<file path="src/pkg/spc_pkg.sv">
// constants and types shared by the sleep power controller
`default_nettype none
package spc_pkg;
    localparam logic [31:0] SPC_GATE_ADDR = 32'h4000_4038;
    localparam logic [31:0] SPC_CTRL_ADDR = 32'h4000_403C;
    localparam logic [31:0] SPC_STAT_ADDR = 32'h4000_4040;
    localparam logic [31:0] SPC_GATE_RST = 32'h0000_0000;
    localparam int SPC_GATE_W = 6;
    localparam int SPC_PERIPH_N = 5;
    localparam int SPC_GATE_RSVD = 5;
    localparam int SPC_CTRL_W = 2;
    localparam int SPC_CTRL_DS2 = 0;
    localparam int SPC_CTRL_XTAL = 1;
    localparam int SPC_STAT_SYS = 6;
    localparam int SPC_STAT_DBG = 7;
    localparam int SPC_STAT_DS2 = 8;
    localparam int SPC_SYNC_W = 6;
    localparam int SPC_SY_SYS = 0;
    localparam int SPC_SY_DBG = 1;
    localparam int SPC_SY_GPIO = 2;
    localparam int SPC_SY_TMR = 3;
    localparam int SPC_CLK_NS = 100;
    localparam int SPC_SETTLE_NS = 1000;
    localparam logic [3:0] SPC_SETTLE_CYC = 4'((SPC_SETTLE_NS + SPC_CLK_NS - 1) / SPC_CLK_NS);
    localparam logic [3:0] SPC_CNT_ZERO = 4'h0;
    localparam logic [3:0] SPC_CNT_ONE = 4'h1;
    typedef enum logic [5:0] {
        SPC_RUN = 6'h01,
        SPC_IDLE = 6'h02,
        SPC_PRE = 6'h04,
        SPC_DEEP = 6'h08,
        SPC_EMU = 6'h10,
        SPC_WAKE = 6'h20
    } spc_state_e;
endpackage
`default_nettype wire

</file>
<file path="src/pkg/spc_reg_if.sv">
// register strobe carrier between bus slave and controller core
`timescale 1ns/1ns
`default_nettype none
interface spc_reg_if;
    logic [31:0] addr;
    logic [31:0] wdata;
    logic wr_stb;
    logic [31:0] rdata;
    logic hit;
    modport slave (output addr, output wdata, output wr_stb, input rdata, input hit);
    modport core (input addr, input wdata, input wr_stb, output rdata, output hit);
endinterface
`default_nettype wire

</file>
<file path="src/rtl/spc_sync.sv">
// two-flop synchroniser for pin and foreign-clock levels
`timescale 1ns/1ns
`default_nettype none
module spc_sync #(
    parameter int W = 1
) (
    input wire logic clk,
    input wire logic srst,
    input wire logic [W-1:0] d,
    output logic [W-1:0] q
);
    typedef struct packed {
        logic [W-1:0] s1;
        logic [W-1:0] s2;
    } spc_sync_s;
    spc_sync_s st_r;
    spc_sync_s st_nxt;

    always_comb begin
        st_nxt.s1 = d;
        st_nxt.s2 = st_r.s1;
    end

    always_ff @(posedge clk) begin
        if (srst) begin
            st_r <= '0;
        end else begin
            st_r <= st_nxt;
        end
    end

    assign q = st_r.s2;
endmodule // spc_sync
`default_nettype wire

</file>
<file path="src/rtl/spc_apb.sv">
// apb slave: no wait states, error on unmapped address
`timescale 1ns/1ns
`default_nettype none
module spc_apb (
    input wire logic clk,
    input wire logic srst,
    input wire logic psel,
    input wire logic penable,
    input wire logic pwrite,
    input wire logic [31:0] paddr,
    input wire logic [31:0] pwdata,
    output logic [31:0] prdata,
    output logic pready,
    output logic pslverr,
    spc_reg_if.slave rif
);
    typedef struct packed {
        logic [31:0] rdata;
        logic ready;
        logic err;
    } spc_apb_s;
    spc_apb_s st_r;
    spc_apb_s st_nxt;

    always_comb begin
        st_nxt = st_r;
        // answer is prepared during setup so it can be held stable in access
        st_nxt.ready = psel && !penable;
        if (psel && !penable) begin
            st_nxt.rdata = rif.hit ? rif.rdata : 32'h0000_0000;
            st_nxt.err = !rif.hit;
        end
    end

    always_ff @(posedge clk) begin
        if (srst) begin
            st_r <= '0;
        end else begin
            st_r <= st_nxt;
        end
    end

    assign rif.addr = paddr;
    assign rif.wdata = pwdata;
    assign rif.wr_stb = psel && penable && pwrite && st_r.ready && !st_r.err;
    assign prdata = st_r.rdata;
    assign pready = st_r.ready;
    assign pslverr = st_r.err;
endmodule // spc_apb
`default_nettype wire

</file>
<file path="src/rtl/spc_ctrl.sv">
// sleep power controller: sleep sequencing and peripheral clock gating
`timescale 1ns/1ns
`default_nettype none
// Function
// - wait-for-interrupt with deep select clear enters idle sleep, core stays powered.
// - wait-for-interrupt with deep select set sequences into deep sleep, core off.
// - deep request first waits in pre-deep state, touching nothing while system request set.
// - deep sleep waits for wake, re-powers core, resets CPU, returns to running.
// - low-frequency RC oscillator runs through deep sleep by default, deep sleep 1.
// - deep sleep 2 stops RC oscillator; timers wake nothing unless crystal clocks them.
// - non-timer wakes work in deep sleep 2; any wake restarts the RC oscillator.
// - debug request set turns any deep request into emulated deep sleep 0.
// - emulated deep sleep 0 neither powers off nor resets the core domain.
// - system request set while awake blocks deep sleep entry until cleared.
// - true deep sleep only when both debug port requests are clear.
// - either request asserting wakes the chip from deep sleep.
// - debugger accesses during deep sleep are stalled until the core is ready.
// - the two requests change only by power-on reset or debugger command.
// - gate bits 4..0 stop clocks of converter, timer two, one, serial one, two.
// - gate register resets to zero; bits 31..6 read zero, reserved bit 5 reads back as written.
// - a gated peripheral ignores writes and keeps its values for reads.
// - in emulated deep sleep 0 all peripherals except debug parts are reset.
// - sleep timer compare and wrap wake from deep sleep 0 and 1, and from deep sleep 2 only on crystal.
// - debugger write to the core wake bit wakes only from deep sleep 0.
module spc_ctrl
    import spc_pkg::*;
(
    input wire logic clk,
    input wire logic srst,
    input wire logic psel,
    input wire logic penable,
    input wire logic pwrite,
    input wire logic [31:0] paddr,
    input wire logic [31:0] pwdata,
    output logic [31:0] prdata,
    output logic pready,
    output logic pslverr,
    input wire logic wait_for_interrupt_instr,
    input wire logic deep_sleep_select,
    input wire logic irq_pending,
    input wire logic sys_power_up_request,
    input wire logic debug_power_up_request,
    input wire logic gpio_wake,
    input wire logic [2:0] sleep_timer_wake,
    input wire logic core_wake_write,
    output logic core_power_en,
    output logic cpu_reset,
    output logic periph_reset,
    output logic cpu_idle,
    output logic rc_osc_enable,
    output logic debug_stall,
    output logic [SPC_PERIPH_N-1:0] periph_clock_stop
);
    import spc_pkg::*;

    typedef struct packed {
        spc_state_e state;
        logic [3:0] cnt;
        logic [SPC_GATE_W-1:0] gate;
        logic [SPC_CTRL_W-1:0] ctrl;
        logic in_ds2;
        logic core_pwr;
        logic cpu_rst;
        logic per_rst;
        logic idle;
        logic rc_on;
        logic stall;
    } spc_core_s;

    spc_core_s st_r;
    spc_core_s st_nxt;
    spc_reg_if rif ();
    logic [SPC_SYNC_W-1:0] raw;
    logic [SPC_SYNC_W-1:0] sy;
    logic sys_req;
    logic dbg_req;
    logic timer_ev;
    logic base_wake;

    function automatic logic spc_sel(input logic [31:0] a, input logic [31:0] t);
        spc_sel = (a == t);
    endfunction

    // requests are never forced here; only the debug port moves them
    assign raw = {sleep_timer_wake, gpio_wake, debug_power_up_request, sys_power_up_request};

    spc_sync #(
        .W(SPC_SYNC_W)
    ) u_sync (
        .clk(clk),
        .srst(srst),
        .d(raw),
        .q(sy)
    );

    spc_apb u_apb (
        .clk(clk),
        .srst(srst),
        .psel(psel),
        .penable(penable),
        .pwrite(pwrite),
        .paddr(paddr),
        .pwdata(pwdata),
        .prdata(prdata),
        .pready(pready),
        .pslverr(pslverr),
        .rif(rif.slave)
    );

    assign sys_req = sy[SPC_SY_SYS];
    assign dbg_req = sy[SPC_SY_DBG];
    assign timer_ev = |sy[SPC_SYNC_W-1:SPC_SY_TMR];
    // timer-independent wakes, plus either debug port request
    assign base_wake = sy[SPC_SY_GPIO] || sys_req || dbg_req;

    always_comb begin
        rif.hit = spc_sel(rif.addr, SPC_GATE_ADDR) || spc_sel(rif.addr, SPC_CTRL_ADDR)
            || spc_sel(rif.addr, SPC_STAT_ADDR);
        rif.rdata = 32'h0000_0000;
        if (spc_sel(rif.addr, SPC_GATE_ADDR)) begin
            rif.rdata[SPC_GATE_W-1:0] = st_r.gate;
        end else if (spc_sel(rif.addr, SPC_CTRL_ADDR)) begin
            rif.rdata[SPC_CTRL_W-1:0] = st_r.ctrl;
        end else if (spc_sel(rif.addr, SPC_STAT_ADDR)) begin
            rif.rdata[$bits(spc_state_e)-1:0] = st_r.state;
            rif.rdata[SPC_STAT_SYS] = sys_req;
            rif.rdata[SPC_STAT_DBG] = dbg_req;
            rif.rdata[SPC_STAT_DS2] = st_r.in_ds2;
        end
    end

    always_comb begin
        st_nxt = st_r;
        if (rif.wr_stb && spc_sel(rif.addr, SPC_GATE_ADDR)) begin
            // reserved bit is stored as written; software keeps its value
            st_nxt.gate = rif.wdata[SPC_GATE_W-1:0];
        end
        if (rif.wr_stb && spc_sel(rif.addr, SPC_CTRL_ADDR)) begin
            st_nxt.ctrl = rif.wdata[SPC_CTRL_W-1:0];
        end
        if (st_r.cnt != SPC_CNT_ZERO) begin
            st_nxt.cnt = st_r.cnt - SPC_CNT_ONE;
        end
        unique case (st_r.state)
            SPC_RUN: begin
                if (wait_for_interrupt_instr && !deep_sleep_select) begin
                    st_nxt.state = SPC_IDLE;
                end else if (wait_for_interrupt_instr) begin
                    st_nxt.state = SPC_PRE;
                end
            end
            SPC_IDLE: begin
                if (irq_pending) begin
                    st_nxt.state = SPC_RUN;
                end
            end
            SPC_PRE: begin
                // nothing is powered off or reset while waiting here
                if (sy[SPC_SY_GPIO] || timer_ev) begin
                    st_nxt.state = SPC_RUN;
                end else if (!sys_req && dbg_req) begin
                    st_nxt.state = SPC_EMU;
                end else if (!sys_req) begin
                    st_nxt.state = SPC_DEEP;
                    st_nxt.in_ds2 = st_r.ctrl[SPC_CTRL_DS2];
                end
            end
            SPC_DEEP: begin
                // with the rc stopped, timer events count only on crystal
                if (base_wake || (timer_ev
                    && (!st_r.in_ds2 || st_r.ctrl[SPC_CTRL_XTAL]))) begin
                    st_nxt.state = SPC_WAKE;
                    st_nxt.cnt = SPC_SETTLE_CYC;
                end
            end
            SPC_EMU: begin
                // debug request stays set here, so only gpio, timer, system request or core wake write wakes
                if (sy[SPC_SY_GPIO] || timer_ev || sys_req || core_wake_write) begin
                    st_nxt.state = SPC_RUN;
                end
            end
            SPC_WAKE: begin
                if (st_r.cnt == SPC_CNT_ONE) begin
                    st_nxt.state = SPC_RUN;
                    st_nxt.in_ds2 = 1'b0;
                end
            end
        endcase
        st_nxt.core_pwr = (st_nxt.state != SPC_DEEP);
        st_nxt.cpu_rst = (st_nxt.state == SPC_DEEP) || (st_nxt.state == SPC_WAKE);
        st_nxt.per_rst = st_nxt.cpu_rst || (st_nxt.state == SPC_EMU);
        st_nxt.idle = (st_nxt.state == SPC_IDLE);
        st_nxt.rc_on = !((st_nxt.state == SPC_DEEP) && st_nxt.in_ds2);
        st_nxt.stall = st_nxt.cpu_rst;
    end

    always_ff @(posedge clk) begin
        if (srst) begin
            st_r.state <= SPC_RUN;
            st_r.cnt <= SPC_CNT_ZERO;
            st_r.gate <= SPC_GATE_RST[SPC_GATE_W-1:0];
            st_r.ctrl <= '0;
            st_r.in_ds2 <= 1'b0;
            st_r.core_pwr <= 1'b1;
            st_r.cpu_rst <= 1'b0;
            st_r.per_rst <= 1'b0;
            st_r.idle <= 1'b0;
            st_r.rc_on <= 1'b1;
            st_r.stall <= 1'b0;
        end else begin
            st_r <= st_nxt;
        end
    end

    // a stopped clock freezes the peripheral's registers as they stood
    genvar gi;
    generate
        for (gi = 0; gi < SPC_PERIPH_N; gi++) begin : g_stop
            assign periph_clock_stop[gi] = st_r.gate[gi];
        end
    endgenerate

    assign core_power_en = st_r.core_pwr;
    assign cpu_reset = st_r.cpu_rst;
    assign periph_reset = st_r.per_rst;
    assign cpu_idle = st_r.idle;
    assign rc_osc_enable = st_r.rc_on;
    assign debug_stall = st_r.stall;
endmodule // spc_ctrl
`default_nettype wire

</file>
<file path="config.mk">
export PLATFORM = sky130hd
export DESIGN_NAME = spc_ctrl
export DESIGN_NICKNAME = d
export VERILOG_FILES = /design/src/pkg/spc_pkg.sv /design/src/pkg/spc_reg_if.sv /design/src/rtl/spc_sync.sv /design/src/rtl/spc_apb.sv /design/src/rtl/spc_ctrl.sv
export SDC_FILE = /design/constraint.sdc
export NUM_CORES = 1
export LEC_CHECK = 0
export BUFFER_PORTS_ARGS = -buffer_cell sky130_fd_sc_hd__buf_2
export CORE_ASPECT_RATIO = 1.4
export CORE_MARGIN = 4
export CORE_UTILIZATION = 40
export DETAILED_ROUTE_END_ITERATION = 10
export GPL_ROUTABILITY_DRIVEN = 0
export GPL_TIMING_DRIVEN = 0
export PLACE_DENSITY = 0.72
export SLEW_MARGIN = 10
export SYNTH_ARGS = -nofsm -noshare
export SYNTH_HDL_FRONTEND = slang
export SYNTH_SLANG_ARGS = --single-unit
export TNS_END_PERCENT = 10
</file>
<file path="constraint.sdc">
create_clock -name clk -period 2.3 [get_ports clk]
set_input_delay 0.115 -clock clk [delete_from_list [all_inputs] [get_ports clk]]
set_output_delay 0.115 -clock clk [all_outputs]
set_load 0.05 [all_outputs]
</file>
==> flow_metrics.env <==
export IMPL_run_status="finished, final reports clean"
export IMPL_die_area_mm2=0.00758
export IMPL_cts_resized=0
export IMPL_worst_setup_path_type="flip-flop to flip-flop"
export IMPL_fillers=578
export IMPL_ys_flop_type="dfxtp_1"
export IMPL_p_seq_share_pct=49.7
export IMPL_antenna_found_initial=0
export IMPL_htreeDepth=2
export IMPL_synth_simple_area_share_pct=30.0
export IMPL_worst_ep_arrival_time_ns=2.22
export IMPL_cts_sinks=47
export IMPL_initial_core_util_pct=41.9
export IMPL_num_vias=2211
export IMPL_crit_path_max_incr_delay_ns=0.40
export IMPL_antennaDiodeCount=0
export IMPL_port_buffers=74
export IMPL_worst_slew_pin_slew_ns=0.549
export IMPL_drc=0
export IMPL_overflow=0
export IMPL_fin_worst_skew_ns=0.0104
export IMPL_vias_per_cell=4.97
export IMPL_p_sw_uw=545
export IMPL_min_period_over_period_pct=86.1
export IMPL_coreArea_mm2=0.00595
export IMPL_final_util_pct=52.2
export IMPL_num_io_pins=124
export IMPL_seq_area_frac_synth_pct=37.8
export IMPL_avgRoutedWirePerCell_um=13.4
export IMPL_synth_top_family_by_area="simple AND/OR/NAND/NOR gates"
export IMPL_fin_setup_tns_ns=0
export IMPL_crit_fanout=4
export IMPL_ant_nets=0
export IMPL_drt_iter0_markers=90
export IMPL_area_delta_synth_final_pct=24.6
export IMPL_synth_edf_count=0
export IMPL_worstPathRequired_ns=2.54
export IMPL_drive_gt1_share_pct=36.3
export IMPL_grtUsageTotal_pct=16.7
export IMPL_synthCells=273
export IMPL_die_h_um=101
export IMPL_synth_warnings=0
export IMPL_core_rowCount=33
export IMPL_p_comb_share_pct=25.4
export IMPL_ys_seq_elements=47
export IMPL_cts_root_buf="clkbuf_8"
export IMPL_syn_area_mm2=0.00249
export IMPL_routed_wl_um=5950
export IMPL_cts_made_buffers=5
export IMPL_end_kind="flip-flop"
export IMPL_path_clk_slew_ns=0.08
export IMPL_async_reset_ff_share_pct=0
export IMPL_clock_power_share_pct=24.9
export IMPL_dp_hpwl_um=4880
export IMPL_dr_pass1_iters=4
export IMPL_vdd_ir_drop_max_v=0.000524
export IMPL_synth_area_mux_share_pct=3.61
export IMPL_hold_path_class="input port to flip-flop"
export IMPL_clk_insertion_delay_late_ns=0.29
export IMPL_cts_buffer_depth=2
export IMPL_leakage_nw=1.46
export IMPL_cts_tree="yes"
export IMPL_synth_distinct_cells=57
export IMPL_hold_viol=0
export IMPL_cts_hold_buf=0
export IMPL_cellPowerDensity_mw_per_mm2=578
export IMPL_dieWidth_um=74.7
export IMPL_synth_compound_area_share_pct=14.3
export IMPL_start_kind="flip-flop"
export IMPL_intPower_mw=1.25
export IMPL_grt_pass1_vias=2176
export IMPL_synthAdderAreaFrac_pct=1.00
export IMPL_synthXorXnorAreaFrac_pct=1.41
export IMPL_slew_headroom_pct=63.4
export IMPL_fin_nets=457
export IMPL_max_clock_freq_mhz=505
export IMPL_cp_cell_sequence="ha_1, nor3b_1, and4bb_2, a41oi_2, nand2_1, a211oi_2, o21a_1"
export IMPL_cp_slowest_cell="dfxtp_1"
export IMPL_rsz0062_at_grt="no"
export IMPL_grt_pass1_wl_um=9850
export IMPL_swShare_pct=30.3
export IMPL_drv_slew=0
export IMPL_drv_cap=0
export IMPL_fin_crit_ns=1.98
export IMPL_grt_max_degree=13
export IMPL_cts_setup_buffers=0
export IMPL_setup_violations=0
export IMPL_synth_avg_cell_area_um2=9.13
[worst paths after layout]
path	cells past startpoint	start	end	slack (ns)
worst max-delay path	7	st_r[15]$_SDFF_PP0_	periph_reset$_SDFF_PP0_	0.32
worst min-delay path	2	sys_power_up_request	u_sync.st_nxt[0]$_SDFF_PP0_	0.03
worst max register to register	7	st_r[15]$_SDFF_PP0_	periph_reset$_SDFF_PP0_	0.32
worst min register to register	1	u_sync.st_nxt[4]$_SDFF_PP0_	u_sync.q[4]$_SDFF_PP0_	0.44
[synth_stat cells (3+ instances only)]
master / instances / area share, %
nor4_1: 4 / 1.0
dfxtp_1: 47 / 38
nor3_1: 4 / 0.80
nor3b_1: 3 / 0.90
nor4b_1: 4 / 1.4
nand4_1: 6 / 1.5
a22oi_1: 9 / 2.7
nand4b_1: 3 / 1.1
nand3_1: 6 / 1.2
nor2b_1: 15 / 3.8
a21oi_1: 5 / 1.0
nand2b_1: 4 / 1.0
nor2_1: 35 / 5.3
inv_1: 3 / 0.45
mux2i_1: 9 / 3.6
buf_4: 31 / 9.3
clkbuf_1: 5 / 0.75
nor3_2: 3 / 1.2
xnor2_1: 3 / 1.1
o21a_1: 4 / 1.2
a2bb2oi_1: 4 / 1.4
nand2_1: 13 / 2.0
o21ai_0: 8 / 1.6
o21ai_1: 3 / 0.60
buf_2: 4 / 0.80
[placed cells by master (no fill, tap or decap), types with 8 or more instances in the layout]
cell type / count
buf_4: 31
o21ai_0: 8
buf_2: 78
nor2_1: 35
conb_1: 23
mux2i_1: 9
nor2b_1: 15
dfxtp_1: 47
nand2_1: 13
a22oi_1: 9
[layer usage]
| layer | vias up | track usage (%) | part of all wire, % |
|---|---|---|---|
| met1 | 1027 | 18.2 | 39 |
| met4 | 0 | 5.75 | 1.4 |
| met3 | 6 | 3.48 | 5.0 |
| li1 | 1120 | - | - |
| met5 | - | 0 | 0 |
| met2 | 58 | 31.1 | 55 |
[per-stage QoR]
step | hold WS (ns) | worst slack, ns | cell area [um2] | instances | power (mW)
after floorplan | 0.243 | 0.614 | 2570 | 295 | 1.26
after global placement | 0.323 | 0.337 | 3030 | 439 | 1.35
after detailed placement | 0.329 | 0.370 | 3030 | 439 | 1.37
after global routing | 0.0418 | 0.184 | 3110 | 445 | 1.90
final | 0.0287 | 0.320 | 3110 | 445 | 1.80
after CTS | 0.0218 | 0.321 | 3110 | 445 | 1.81
[registers in the layout, indices dropped and copies added (netlist names)]
name,cells
st_r,14
core_power_en,1
periph_reset,1
u_sync.q,6
cpu_idle,1
periph_clock_stop,5
u_apb.prdata,9
u_apb.pready,1
u_apb.pslverr,1
u_sync.st_nxt,6
rc_osc_enable,1
debug_stall,1
[final cells by class]
type | instances | area, um2 | share of cell area (%)
clock buffer | 6 | 72.6 | 2.34
timing repair buffer | 74 | 370 | 11.9
sequential | 47 | 941 | 30.3
inverter | 3 | 11.3 | 0.363
tap | 70 | 87.6 | 2.82
buffer | 41 | 283 | 9.11
multi-input combinational | 204 | 1340 | 43.2
[power groups by stage]
stage | combinational (mW) | clock, mW | sequential (mW)
floorplan | 0.345 | 0 | 0.915
global placement | 0.443 | 0 | 0.907
detailed placement | 0.456 | 0 | 0.911
CTS | 0.459 | 0.463 | 0.892
global route | 0.505 | 0.494 | 0.899
finish | 0.457 | 0.447 | 0.892
[cell families after synthesis]
family,after synthesis
AOI/OAI and AO/OA,45
xor gates and xnor gates,4
adders and majority gates,2
buffers and inverters,44
DFF,47
muxes,9
other,1
and+or+nand+nor,121
[worst max-delay path: cells and delay by family (launching register included)]
family                     cells  cell delay, ns
adders and majority gates      1            0.16
AOI/OAI and AO/OA              3            0.62
DFF                            1            0.40
and+or+nand+nor                3            0.75
Note: power is estimated with default switching activity, not from simulation.
